**src/logic/triple_timer_map.svh**
```systemverilog
// Purpose: constants of the triple event timer
// Assumes: 100 MHz ref_clk
// Notes: widths and reset values
`ifndef TRIPLE_TIMER_MAP_SVH
`define TRIPLE_TIMER_MAP_SVH
`define TT_CHANNELS 3
`define TT_COUNT_W 24
`define TT_COUNT_RST 24'h000000
`define TT_PULSE_LEN 8'h01
`endif

```
**src/logic/triple_timer_pkg.sv**
```systemverilog
// Purpose: types of the triple event timer
// Assumes: triple_timer_map.svh constants
// Notes: modes and per-channel carriers
`include "triple_timer_map.svh"
package triple_timer_pkg;
   // channel operating mode
   typedef enum logic [2:0] {
      mode_gpio,
      mode_timer_out,
      mode_event_count,
      mode_pulse_width,
      mode_period
   } mode_type;

   // software configuration of one channel
   typedef struct packed {
      logic enable;
      mode_type mode;
      logic ext_clock;
      logic ext_rising;
      logic [`TT_COUNT_W-1:0] compare;
   } chan_cfg_type;

   // general-purpose use of the pin
   typedef struct packed {
      logic dir_out;
      logic out_level;
   } gpio_ctl_type;

   // results shown to software
   typedef struct packed {
      logic [`TT_COUNT_W-1:0] count;
      logic [`TT_COUNT_W-1:0] capture;
      logic capture_valid;
      logic gpio_in;
   } chan_stat_type;
endpackage : triple_timer_pkg

```
**src/logic/timer_channel.sv**
```systemverilog
// Purpose: one independent timer channel with its pin
// Assumes: pin input already outside the clock domain
// Notes: pin oe is low while driving
`timescale 1ns/1ps
`include "triple_timer_map.svh"
module timer_channel
(
   // clock and reset
   input wire logic ref_clk,
   input wire logic srst,
   input wire logic clk_en,
   // software side
   input triple_timer_pkg::chan_cfg_type cfg,
   input triple_timer_pkg::gpio_ctl_type gpio,
   output triple_timer_pkg::chan_stat_type stat,
   output logic irq,
   // pin
   input wire logic pin_in,
   output logic pin_out,
   output logic pin_oe_n
);
   typedef struct packed {
      logic s1;
      logic s2;
      logic s3;
      logic [`TT_COUNT_W-1:0] count;
      logic [`TT_COUNT_W-1:0] capture;
      logic cap_valid;
      logic measuring;
      logic irq;
      logic pulse;
   } state_type;

   state_type st_q;
   state_type st_d;
   logic edge_r;
   logic edge_f;
   logic tick;
   logic in_mode;
   logic hit;

   // edges from the synchronised value, never the first stage
   assign edge_r = st_q.s2 & ~st_q.s3;
   assign edge_f = ~st_q.s2 & st_q.s3;
   assign in_mode = cfg.mode inside {triple_timer_pkg::mode_event_count,
      triple_timer_pkg::mode_pulse_width, triple_timer_pkg::mode_period};
   // clock source chosen per channel
   assign tick = cfg.ext_clock ? (cfg.ext_rising ? edge_r : edge_f) : 1'b1;
   assign hit = (st_q.count == cfg.compare);

   // next state
   always_comb
   begin
      st_d = st_q;
      st_d.s1 = pin_in;
      st_d.s2 = st_q.s1;
      st_d.s3 = st_q.s2;
      st_d.irq = 1'b0;
      st_d.pulse = 1'b0;
      if (!cfg.enable)
      begin
         st_d.count = `TT_COUNT_RST;
         st_d.measuring = 1'b0;
      end
      else
      begin
         unique case (cfg.mode)
            triple_timer_pkg::mode_timer_out, triple_timer_pkg::mode_event_count:
            begin
               if ((cfg.mode == triple_timer_pkg::mode_event_count) ? (edge_r | edge_f) & tick : tick)
               begin
                  if (hit)
                  begin
                     st_d.count = `TT_COUNT_RST;
                     st_d.irq = 1'b1;
                     st_d.pulse = 1'b1;
                  end
                  else
                     st_d.count = st_q.count + 1'b1;
               end
            end
            triple_timer_pkg::mode_pulse_width:
            begin
               // high time between a rising and the next falling edge
               if (edge_r)
               begin
                  st_d.count = `TT_COUNT_RST;
                  st_d.measuring = 1'b1;
               end
               else if (edge_f && st_q.measuring)
               begin
                  st_d.capture = st_q.count;
                  st_d.cap_valid = 1'b1;
                  st_d.irq = 1'b1;
                  st_d.measuring = 1'b0;
               end
               else if (st_q.measuring)
                  st_d.count = st_q.count + 1'b1;
            end
            triple_timer_pkg::mode_period:
            begin
               // rising to rising; the first edge only arms the count
               if (edge_r)
               begin
                  if (st_q.measuring)
                  begin
                     st_d.capture = st_q.count + 1'b1;
                     st_d.cap_valid = 1'b1;
                     st_d.irq = 1'b1;
                  end
                  st_d.count = `TT_COUNT_RST;
                  st_d.measuring = 1'b1;
               end
               else if (st_q.measuring)
                  st_d.count = st_q.count + 1'b1;
            end
            default:
               st_d.count = `TT_COUNT_RST;
         endcase
      end
   end

   // state register, frozen by the clock enable
   always_ff @(posedge ref_clk)
   begin
      if (srst)
         st_q <= '0;
      else if (clk_en)
         st_q <= st_d;
   end

   // pin mux: timer output, input in measuring modes, else gpio; srst does not touch it, cfg and gpio decide oe_n
   always_comb
   begin
      if (cfg.enable && cfg.mode == triple_timer_pkg::mode_timer_out)
      begin
         pin_oe_n = 1'b0;
         pin_out = st_q.pulse;
      end
      else if ((!cfg.enable || !in_mode) && gpio.dir_out)
      begin
         pin_oe_n = 1'b0;
         pin_out = gpio.out_level;
      end
      else
      begin
         pin_oe_n = 1'b1;
         pin_out = 1'b0;
      end
   end

   assign irq = st_q.irq;
   assign stat.count = st_q.count;
   assign stat.capture = st_q.capture;
   assign stat.capture_valid = st_q.cap_valid;
   assign stat.gpio_in = st_q.s2;

   // pulse follows a compare hit by one cycle
   hit_pulse_a: assert property (@(posedge ref_clk) disable iff (srst)
      clk_en && cfg.enable && cfg.mode == triple_timer_pkg::mode_timer_out && !cfg.ext_clock && hit
      |=> st_q.pulse && irq)
      else $error("timer pulse missing after compare");
   // pin mux is combinational from cfg, so it is checked in the same cycle
   pin_mux_a: assert property (@(posedge ref_clk) disable iff (srst)
      cfg.enable && cfg.mode == triple_timer_pkg::mode_timer_out |-> !pin_oe_n && pin_out == st_q.pulse)
      else $error("timer pulse not on pin");
   irq_cause_a: assert property (@(posedge ref_clk) disable iff (srst)
      irq |-> $past(cfg.enable))
      else $error("interrupt from disabled channel");
   gpio_release_a: assert property (@(posedge ref_clk) disable iff (srst)
      !cfg.enable && !gpio.dir_out |-> pin_oe_n)
      else $error("disabled channel drives pin");
   edge_sync_a: assert property (@(posedge ref_clk) disable iff (srst)
      clk_en [*3] |=> (edge_r == ($past(pin_in, 2) && !$past(pin_in, 3))))
      else $error("pin edge not synchronised");
endmodule : timer_channel

```
**src/logic/triple_event_timer.sv**
```systemverilog
// Purpose: top of the triple event timer
// Assumes: configuration arrives from same-clock logic
// Notes: pin inputs are two-stage synchronised inside each channel
`timescale 1ns/1ps
`include "triple_timer_map.svh"
module triple_event_timer
(
   // clock and reset
   input wire logic ref_clk,
   input wire logic srst,
   input wire logic clk_en,
   // configuration and status per channel
   input triple_timer_pkg::chan_cfg_type [`TT_CHANNELS-1:0] cfg,
   input triple_timer_pkg::gpio_ctl_type [`TT_CHANNELS-1:0] gpio,
   output triple_timer_pkg::chan_stat_type [`TT_CHANNELS-1:0] stat,
   output logic [`TT_CHANNELS-1:0] irq,
   // timer pins
   input wire logic timer_pin_zero_in,
   output logic timer_pin_zero_out,
   output logic timer_pin_zero_oe_n,
   input wire logic timer_pin_one_in,
   output logic timer_pin_one_out,
   output logic timer_pin_one_oe_n,
   input wire logic timer_pin_two_in,
   output logic timer_pin_two_out,
   output logic timer_pin_two_oe_n
);
   logic [`TT_CHANNELS-1:0] pin_in;
   logic [`TT_CHANNELS-1:0] pin_out;
   logic [`TT_CHANNELS-1:0] pin_oe_n;

   assign pin_in = {timer_pin_two_in, timer_pin_one_in, timer_pin_zero_in};
   assign {timer_pin_two_out, timer_pin_one_out, timer_pin_zero_out} = pin_out;
   assign {timer_pin_two_oe_n, timer_pin_one_oe_n, timer_pin_zero_oe_n} = pin_oe_n;

   // one channel each; no shared state so they stay independent
   for (genvar i = 0; i < `TT_CHANNELS; i++)
   begin : g_chan
      timer_channel u_chan
      (
         .ref_clk(ref_clk),
         .srst(srst),
         .clk_en(clk_en),
         .cfg(cfg[i]),
         .gpio(gpio[i]),
         .stat(stat[i]),
         .irq(irq[i]),
         .pin_in(pin_in[i]),
         .pin_out(pin_out[i]),
         .pin_oe_n(pin_oe_n[i])
      );
   end

   // pin zero is an input the cycle after reset while channel 0 is disabled and not a gpio output
   reset_input_a: assert property (@(posedge ref_clk)
      srst && !cfg[0].enable && !gpio[0].dir_out |=> timer_pin_zero_oe_n)
      else $error("pin driven after reset");
endmodule : triple_event_timer

```
**config.mk**
```make
export PLATFORM = sky130hd
export DESIGN_NAME = triple_event_timer
export DESIGN_NICKNAME = d
export VERILOG_FILES = /design/src/logic/triple_timer_pkg.sv /design/src/logic/timer_channel.sv /design/src/logic/triple_event_timer.sv
export VERILOG_INCLUDE_DIRS = /design/src /design/src/logic
export SDC_FILE = /design/constraint.sdc
export NUM_CORES = 1
export LEC_CHECK = 0
export ABC_AREA = 0
export BUFFER_PORTS_ARGS = -buffer_cell sky130_fd_sc_hd__buf_2
export CORE_ASPECT_RATIO = 1.75
export CORE_MARGIN = 2
export CORE_UTILIZATION = 40
export DETAILED_ROUTE_END_ITERATION = 8
export GPL_ROUTABILITY_DRIVEN = 1
export HOLD_SLACK_MARGIN = 0.1
export PLACE_DENSITY = 0.69
export SLEW_MARGIN = 20
export SYNTH_ARGS = -nofsm -noshare
export SYNTH_HDL_FRONTEND = slang
export SYNTH_HIERARCHICAL = 1
export SYNTH_SLANG_ARGS = --single-unit
```
**constraint.sdc**
```tcl
create_clock -name ref_clk -period 3.05 [get_ports ref_clk]
set_input_delay 0.61 -clock ref_clk [delete_from_list [all_inputs] [get_ports ref_clk]]
set_output_delay 0.61 -clock ref_clk [all_outputs]
set_load 0.05 [all_outputs]
```
==> summary.txt, run 1 <==
Clock network
  • Setup Fix Bufs, Post-CTS: 0
  • CTS resizes: 0
  • Clk sink count: between 150 and 200
  • CTS Hold Bufs: 0
  • CTS tree: built
  • TritonCTS Buffers: 17
  • Worst-path clk slew: around 0.070 ns
  • H-tree depth: 4
  • Root buf cell: clkbuf_16
  • Clock latency on the worst-skew pair: approximately 0.46 ns
  • CTS Buffer Depth: 2

Synth
  • Netlist cell types: slightly above 60
  • Post-synth top area cell: dfxtp_1
  • Largest cells by area after synthesis: dfxtp_1 29%, buf_4 11%, xnor2_1 6.3%
  • Cells after Synth: between 1,000 and 1,500
  • Synth warnings: 6
  • Register area share after synthesis: 0.2929
  • Ys async rst share: 0
  • Post-synth EDFFs: 0
  • Synthesized flop and latch total: 165
  • Synthesized Nets: 1,560
  • Syn Area/Cell: approximately 8 um^2
  • Syn Std Cell Area: between 10,000 and 15,000 um^2
  • Share of the synthesized area in the top cell type: 0.2929
  • Top_reg_cell synth: dfxtp_1

Global route
  • Largest net degree at the start of global routing: 50
  • GRT met3 Usage: 0.05946
  • Grt met2 use: 0.4523
  • Total track usage: 0.2471
  • Number of global-route vias before repair: roughly 10,000
  • Busiest grt layer: met2
  • First-pass GRT wire length: between 50 and 60 mm
  • GR Overflow Total: 0
  • Met1 usage: 0.2358
  • Initial antenna violation count: 2

Cells and area
  • Ant. Diodes: 0
  • Layout cell share with drive strength beyond 1: 0.2680
  • Final net count: 1,643
  • Area Overhead vs Synth: 11.47%
  • Most common cell after layout, fill and taps aside: buf_2
  • Commonest cells after routing, fill and taps aside: 259 x buf_2, 165 x dfxtp_1, 147 x nor2_1
  • Fillers: between 2,000 and 3,000

Drt
  • Remaining antenna violation count: 0
  • Drt total wl: 36.76 mm
  • Vias per std cell: 5.635
  • Drt initial violations: between 500 and 600
  • WL per Instance: around 19 um
  • Drt drc: 0
  • Pre-antenna DRT Iters: 5
  • Via count: ~11,000

Floorplan
  • Die height: 226.1 um
  • Initial Utilization: 0.4046
  • IO Count: about 260
  • Rows: just over 80
  • Core area: 27,870 um^2
  • Die area: between 20,000 and 30,000 um^2
  • Die width: roughly 130 um

Pwr
  • Static Leak: 5.106 nW
  • Max VDD drop: roughly 0.00039 V
  • Cell area power density: ~380 nW/um^2

Setup path
  • CP startpoint kind: flop
  • Crit path max fanout: 15
  • R2R Setup Slk: 0.25 ns
  • Setup CP Type: reg -> reg
  • Worst path top cell family by delay: compound AO/OA/AOI/OAI gates
  • CP peak stage delay: approximately 0.69 ns
  • Arrival @ worst endpoint: between 3 and 4 ns
  • Crit end category: flop
  • Crit path required time: approximately 3.4 ns
  • Critical-path cell list: inv_1 > ha_1 > mux2i_1 > a31oi_1 > o32ai_1 > a211oi_4 > buf_4 > and3_1 > a221o_1
  • Crit path buf inv count: 2
  • Critical-path top delay cell: o32ai_1

Outcome
  • Status: finished clean

Timing
  • Tcrit/Tclk final: 0.9172
  • Sum of negative setup slack: 0 ns
  • Period minus WS final: 2.797 ns
  • Max-slew headroom: 0.3940
  • Final setup viols: 0
  • Clock skew: about 0.012 ns
  • Max Fclk: 357.5 MHz
  • Final Hold Fails: 0
  • Worst-Margin Slew: approximately 0.91 ns
  • Max Slew Vio Count: 0
  • Fin worst setup slack: 0.2526 ns
  • RSZ-0062 raised after global routing: no

Flow run
  • Max-cap viol count: 0

Placed design
  • PortBufs: 260
  • HPWL Detailed: 28.04 mm
  • Placer Congestion: between 0.9 and 1
  • DP Worst Slack: between 0.2 and 0.3 ns

Worst hold path
  • Worst min path class: in -> reg
[state kept, by name, summed over array words and instances, names as in the netlist]
signal	flops
g_chan.u_chan/st_d	3
g_chan.u_chan/stat	150
g_chan.u_chan/st_q	9
g_chan.u_chan/irq	3
[cell families (layout without fill, tap and decap cells)]
| kind of cell | after synthesis | count (layout) | synth area share |
|---|---|---|---|
| flops | 165 | 165 | 0.2929 |
| mux | 33 | 33 | 0.02929 |
| fa+ha+maj | 9 | 9 | 0.009987 |
| buf+inv | 321 | 417 | 0.1654 |
| simple gates | 477 | 477 | 0.2260 |
| compound gates | 360 | 360 | 0.2111 |
| xor+xnor | 84 | 84 | 0.06525 |
[worst reg2reg max path, delay by kind of cell, from the launching register on]
family                     cells  cell delay [ns]
AOI/OAI and AO/OA              4             1.26
adders and majority gates      1             0.26
buffers and inverters          2             0.31
DFF                            1             0.40
muxes                          1             0.27
and+or+nand+nor                1             0.17
[area by class of cell]
class | instances | area (um^2) | area share
multi-input cells | 963 | 6108 | 0.4860
inverters | 51 | 191.4 | 0.01523
well taps | 373 | 466.7 | 0.03713
repair buffers | 334 | 1909 | 0.1519
clock inverters | 12 | 133.9 | 0.01065
clock buffers | 20 | 456.7 | 0.03633
flip-flops and latches | 165 | 3303 | 0.2628
[synth_stat cells (39+ instances only)]
master    instances
o21ai_0          42
nand3_1          72
dfxtp_1         165
nor3_1           39
xnor2_1          81
a211oi_1         42
nand2_1          66
a21oi_1         105
buf_2            42
buf_4           162
nor2_1          147
clkbuf_1         63
inv_1            48
[where the power goes]
part	leakage [nW]	switching (mW)	internal (mW)
clock	0.292	1.01	1.20
combinational	3.48	0.249	0.167
sequential	1.33	0.00610	2.16
[per-layer routing]
| metal | share of wire | vias to the layer above |
|---|---|---|
| li1 | - | 5157 |
| met1 | 0.34 | 5022 |
| met2 | 0.53 | 500 |
| met3 | 0.066 | 125 |
| met4 | 0.067 | 4 |
| met5 | 0.00068 | - |
[worst paths after layout]
path | cells after the start | end | from
hold reg to reg | 2 | g_chan[0].u_chan/stat[1] | g_chan[0].u_chan/stat[1]
hold / removal | 3 | g_chan[0].u_chan/st_d[53] | timer_pin_zero_in
setup reg to reg | 9 | g_chan[1].u_chan/stat[45] | g_chan[1].u_chan/stat[0]
setup / recovery | 9 | g_chan[1].u_chan/stat[45] | g_chan[1].u_chan/stat[0]
[through the flow]
step / instances / power (mW) / utilization / cell area (um^2) / hold WS, ns
2_1_floorplan: 1449 / 2.472 / - / 11280 / 0.4416
3_3_place_gp: 1886 / 2.620 / 0.4298 / 11980 / 0.4541
3_5_place_dp: 1886 / 2.627 / 0.4298 / 11980 / 0.4606
4_1_cts: 1918 / 4.847 / 0.4510 / 12570 / 0.3831
5_1_grt: 1918 / 4.970 / 0.4510 / 12570 / 0.4124
6_report: 1918 / 4.787 / 0.4510 / 12570 / 0.4036
No activity file was read; power rests on OpenSTA's default activity.
==> inputs of run 2 (changes only) <==
CORE_ASPECT_RATIO = 0.9   (was 1.75)
RECOVER_POWER = 100   (was default)
==> summary.txt, run 2 (synthesis gave the netlist of run 1 again) <==
Clock network
  • CTS resizes: 0
  • TritonCTS Buffers: 17
  • Clock latency on the worst-skew pair: between 0.4 and 0.5 ns
  • Clk sink count: roughly 170
  • CTS tree: built
  • CTS Buffer Depth: 2
  • H-tree depth: 4
  • Setup Fix Bufs, Post-CTS: 0
  • Worst-path clk slew: roughly 0.07 ns
  • Root buf cell: clkbuf_16
  • CTS Hold Bufs: 0

Cells and area
  • Commonest cells after routing, fill and taps aside: 165 x dfxtp_1, 163 x clkbuf_1, 147 x nor2_1
  • Most common cell after layout, fill and taps aside: dfxtp_1
  • Footprint of the multi-input gates: a little over 6000 um^2
  • Number of flip-flops in the largest register: 150
  • Area Overhead vs Synth: 6.303%
  • Final Instance Count excl. Fillers: 1,868
  • Reg area: around 3300 um^2
  • Layout cell share with drive strength beyond 1: 0.1348
  • Final net count: roughly 1,600
  • Fillers: 2,891

Floorplan
  • Rows: between 50 and 60
  • Die area: approximately 30,000 um^2
  • Die height: approximately 160 um
  • Initial Utilization: 0.4046
  • Die width: 181.0 um
  • Core area: about 28,000 um^2
  • IO Count: between 200 and 300

Placed design
  • PortBufs: 260
  • HPWL Detailed: around 23 mm
  • DP Worst Slack: approximately 0.42 ns
  • Placed insts: ~1,800
  • Placer Congestion: 0.8616

Setup path
  • Crit end category: flop
  • CP peak stage delay: about 0.86 ns
  • Worst path most repeated cell: nor3_1
  • Worst R2R Path Depth: 6
  • Arrival @ worst endpoint: 3.02 ns
  • R2r startpoint: g_chan[1].u_chan/stat[30]
  • Crit path required time: between 3 and 4 ns
  • Critical Path End: g_chan[1].u_chan/stat[23]
  • Critical Path Stages: 6
  • Start point of the critical path: g_chan[1].u_chan/stat[30]
  • Critical-path top delay cell: nor3_1
  • Crit path max fanout: 12
  • Worst path top cell family by delay: simple AND/OR/NAND/NOR gates
  • Setup CP Type: reg -> reg
  • Crit Reg-Reg Endpoint: g_chan[1].u_chan/stat[23]
  • Critical-path cell list: nand4_1 > nor3_1 > nand3_1 > a21o_1 > a21oi_1 > nor3_1
  • R2R Setup Slk: ~0.33 ns
  • CP startpoint kind: flop
  • Crit path buf inv count: 0

Timing
  • Final setup viols: 0
  • Worst-Margin Slew: between 1 and 1.5 ns
  • Max-slew headroom: 0.3088
  • Period minus WS final: between 2 and 3 ns
  • Sum of negative setup slack: 0 ns
  • Fin worst setup slack: around 0.33 ns
  • Tcrit/Tclk final: 0.8921
  • Max Fclk: 367.5 MHz
  • Clock skew: about 0.015 ns
  • RSZ-0062 raised after global routing: no
  • Max Slew Vio Count: 0
  • Final Hold Fails: 0

Global route
  • Number of global-route vias before repair: roughly 9,400
  • Total track usage: 0.2103
  • GR Overflow Total: 0
  • First-pass GRT wire length: around 50 mm
  • Largest net degree at the start of global routing: 50
  • Initial antenna violation count: 3

Drt
  • Via count: around 10,000
  • Remaining antenna violation count: 0
  • WL per Instance: roughly 17 um
  • Drt drc: 0
  • Vias per std cell: roughly 5.6
  • Drt total wl: between 30 and 40 mm
  • Pre-antenna DRT Iters: 7
  • Drt initial violations: just over 900

Flow run
  • Max-cap viol count: 0

Pwr
  • Static Leak: about 4.1 nW
  • Cell area power density: 391.5 nW/um^2
  • Max VDD drop: between 0.0003 and 0.0004 V

Outcome
  • Status: finished clean

Worst hold path
  • Worst min path class: in -> reg
==> run 2: tightest hold or removal path: cells and delay by family <==
family	cells	cell delay (ns)
mux	1	0.06
buf+inv	1	0.07
simple gates	1	0.07
==> run 2: worst min-delay path by stage <==
stage	startpoint	slack (ns)	to	cells past startpoint
6_report	timer_pin_one_in	0.43	g_chan[1].u_chan/st_d[53]	3
5_1_grt	timer_pin_zero_in	0.41	g_chan[0].u_chan/st_d[53]	3
4_1_cts	timer_pin_zero_in	0.41	g_chan[0].u_chan/st_d[53]	3
3_5_place_dp	g_chan[2].u_chan/stat[1]	0.46	g_chan[2].u_chan/stat[1]	2
3_3_place_gp	g_chan[1].u_chan/stat[1]	0.44	g_chan[1].u_chan/stat[1]	2
2_1_floorplan	g_chan[0].u_chan/stat[1]	0.44	g_chan[0].u_chan/stat[1]	2
==> run 2: where the power goes <==
part	internal, mW	switching [mW]
Combinational	0.160	0.244
Clock	1.15	0.969
Sequential	2.16	0.00615
==> run 2: cell type report <==
type                            instances  area share
Antenna cell                            2   0.0004175
Clock buffer                           18     0.03664
Clock inverter                         13     0.01033
Inverter                               51     0.01597
Multi-Input combinational cell        963      0.5054
Sequential cell                       165      0.2756
Tap cell                              360     0.03758
Timing Repair Buffer                  296      0.1181
==> run 2: layer usage <==
layer | part of all wire | routed length [um] | global-route usage
met1 | 0.47 | 15120 | 0.2886
met2 | 0.45 | 14370 | 0.3369
met3 | 0.058 | 1857 | 0.03634
met4 | 0.018 | 569 | 0.06689
met5 | 0.00041 | 13 | 0
==> run 2: through the flow <==
step | instance area [um^2] | utilization | hold WS [ns] | power [mW]
after global routing | 11990 | 0.4301 | 0.4137 | 4.873
after global placement | 11700 | 0.4199 | 0.4440 | 2.617
after floorplan | 11280 | - | 0.4416 | 2.472
final | 11990 | 0.4301 | 0.4312 | 4.693
after detailed placement | 11700 | 0.4199 | 0.4603 | 2.622
after CTS | 12260 | 0.4401 | 0.4060 | 4.758
==> inputs of run 3 (changes only) <==
ABC_AREA = 1   (was 0)
==> summary.txt, run 3 <==
Placed design
  • PortBufs: 260
  • Post-DP Area: 11,860 um^2
  • HPWL Detailed: approximately 25 mm
  • Placer Congestion: 0.9241

Timing
  • Sum of negative setup slack: 0 ns
  • Tcrit/Tclk final: 0.8121
  • Final Hold Fails: 0
  • Max-slew headroom: 0.3844
  • Final setup viols: 0
  • RSZ-0062 raised after global routing: no
  • Worst-Margin Slew: approximately 0.92 ns
  • Period minus WS final: approximately 2.5 ns
  • Max Slew Vio Count: 0
  • Max Fclk: 403.7 MHz
  • Clock skew: approximately 0.015 ns

Cells and area
  • Commonest cells after routing, fill and taps aside: 501 x nand2_1, 214 x inv_1, 204 x a21oi_1
  • Number of flip-flops in the largest register: 150
  • Layout cell share with drive strength beyond 1: 0.09590
  • Final net count: between 2,000 and 2,500
  • Most common cell after layout, fill and taps aside: nand2_1
  • Area Overhead vs Synth: 6.577%
  • Design area: ~12,000 um^2

Floorplan
  • Core area: 28,160 um^2
  • Die area: approximately 30,000 um^2
  • Die height: ~170 um
  • Initial Utilization: 0.4094
  • Die width: 182.9 um
  • Rows: 58
  • IO Count: around 260

Clock network
  • H-tree depth: 4
  • TritonCTS Buffers: 17
  • Setup Fix Bufs, Post-CTS: 0
  • Root buf cell: clkbuf_16
  • CTS resizes: 0
  • CTS Hold Bufs: 0
  • CTS tree: built
  • CTS Buffer Depth: 2
  • Worst-path clk slew: roughly 0.070 ns
  • Clk sink count: 165
  • Clock latency on the worst-skew pair: ~0.42 ns

Pwr
  • Cell area power density: ~420 nW/um^2
  • Int Pwr: roughly 3.7 mW
  • Static Leak: 5.475 nW
  • Clock share of power: 0.459
  • Comb power frac: 0.116
  • Max VDD drop: just over 0.0003 V
  • NetSw: approximately 1.5 mW
  • Switch share: 0.2799
  • Sequential share of power: 0.425

Worst hold path
  • Worst min path class: in -> reg
  • Hold Crit Start: timer_pin_one_in

Global route
  • First-pass GRT wire length: 54.05 mm
  • GR Overflow Total: 0
  • Initial antenna violation count: 3
  • Total track usage: 0.2218
  • Number of global-route vias before repair: around 10,000
  • Largest net degree at the start of global routing: 39

Synth
  • Ys async rst share: 0
  • Netlist cell types: 30
  • Share of the synthesized area in the top cell type: 0.2866
  • Syn Area/Cell: between 6 and 7 um^2
  • Top-count cell post-synth: nand2_1
  • Top_reg_cell synth: dfxtp_1
  • Syn Std Cell Area: between 10,000 and 15,000 um^2
  • Synthesized Nets: 1,965
  • Synth warnings: 6
  • Cells after Synth: 1,854
  • Post-synth EDFFs: 0
  • Synthesized flop and latch total: between 150 and 200
  • Post-synth top cells: 498 x nand2_1, 210 x inv_1, 204 x a21oi_1
  • Register area share after synthesis: 0.2866
  • Post-synth top area cell: dfxtp_1
  • Largest cells by area after synthesis: dfxtp_1 29%, nand2_1 16%, buf_4 9.8%

Drt
  • Drt drc: 0
  • Drt total wl: approximately 35 mm
  • Drt initial violations: between 1,000 and 1,500
  • Pre-antenna DRT Iters: 5
  • Vias per std cell: between 5 and 6
  • Via count: ~12,000
  • Remaining antenna violation count: 0
  • WL per Instance: around 15 um

Setup path
  • R2r startpoint: g_chan[1].u_chan/stat[0]
  • Critical Path End: g_chan[1].u_chan/stat[4]
  • Crit end category: flop
  • CP startpoint kind: flop
  • Setup CP Type: reg -> reg
  • Worst R2R Path Depth: 11
  • Crit path max fanout: 28
  • Arrival @ worst endpoint: between 2 and 3 ns
  • Crit Reg-Reg Endpoint: g_chan[1].u_chan/stat[4]
  • Crit path required time: 3.39 ns
  • R2R Setup Slk: 0.57 ns
  • Start point of the critical path: g_chan[1].u_chan/stat[0]

Flow run
  • Max-cap viol count: 0

Outcome
  • Status: finished clean
run 3: changes by cell type in the layout (fill, tap and decap cells not counted), sizes merged, moves of 27 or more:
| cell | change |
|---|---|
| nand2 | +438 |
| inv | +182 |
| a21oi | +99 |
| xnor2 | -78 |
| xor2 | +60 |
| a211oi | -45 |
| nand3 | +45 |
| mux2i | -33 |
| o21ai | +30 |
| and3 | -27 |
run 3: power groups by stage:
stage	combinational (mW)	clock [mW]	sequential (mW)
floorplan	0.449	0	2.25
global route	0.665	2.53	2.21
finish	0.606	2.39	2.21
CTS	0.616	2.43	2.21
detailed placement	0.613	0	2.26
global placement	0.602	0	2.26
run 3: kinds of logic after synthesis:
logic type	share of synthesized area
compound gates	0.1511
simple gates	0.2905
xor+xnor	0.05015
buf+inv	0.2120
fa+ha+maj	0.009769
flops	0.2866
run 3: worst max-delay path, stage by stage (launching register included):
cell and delay, ns:
dfxtp_1 0.36, ha_1 0.27, inv_1 0.13, nor2_1 0.17, clkinv_1 0.13, nand2_1 0.10
nand2_1 0.06, buf_4 0.21, inv_1 0.11, clkbuf_2 0.48, o21ai_0 0.16, a31oi_1 0.20
run 3: how the worst min path moves through the flow:
stage	end	slack (ns)	cells past startpoint
CTS	g_chan[1].u_chan/st_d[53]	0.39	3
finish	g_chan[1].u_chan/st_d[53]	0.40	3
detailed placement	g_chan[2].u_chan/irq	0.46	2
global route	g_chan[1].u_chan/st_d[53]	0.38	3
floorplan	g_chan[0].u_chan/stat[1]	0.44	2
global placement	g_chan[1].u_chan/irq	0.45	2
run 3: layer usage:
layer  vias up  GRT usage  wire length (um)
li1       5822          -                 -
met1      5195     0.3022             15390
met2       497     0.3619             15780
met3        49    0.03596              2762
met4         2    0.06691               574
met5         -          0                13
run 3: metrics by stage:
stage	cells	utilization	power, mW	setup WS, ns	hold slack [ns]
after global routing	2291	0.4363	5.412	0.3291	0.3847
after CTS	2289	0.4440	5.254	0.8338	0.3890
final	2291	0.4363	5.202	0.5730	0.4039
after floorplan	1854	-	2.698	0.4032	0.4416
after detailed placement	2257	0.4213	2.870	0.7021	0.4622
after global placement	2257	0.4213	2.860	0.7465	0.4546
run 3: area by class of cell:
type / count / area [um^2]
clock buffer: 17 / 425.4
fill: 3073 / 15870
sequential: 165 / 3303
antenna: 2 / 5.005
clock inverter: 15 / 212.7
multi-input combinational: 1218 / 5763
tap: 360 / 450.4
inverter: 234 / 878.3
timing repair buffer: 280 / 1247
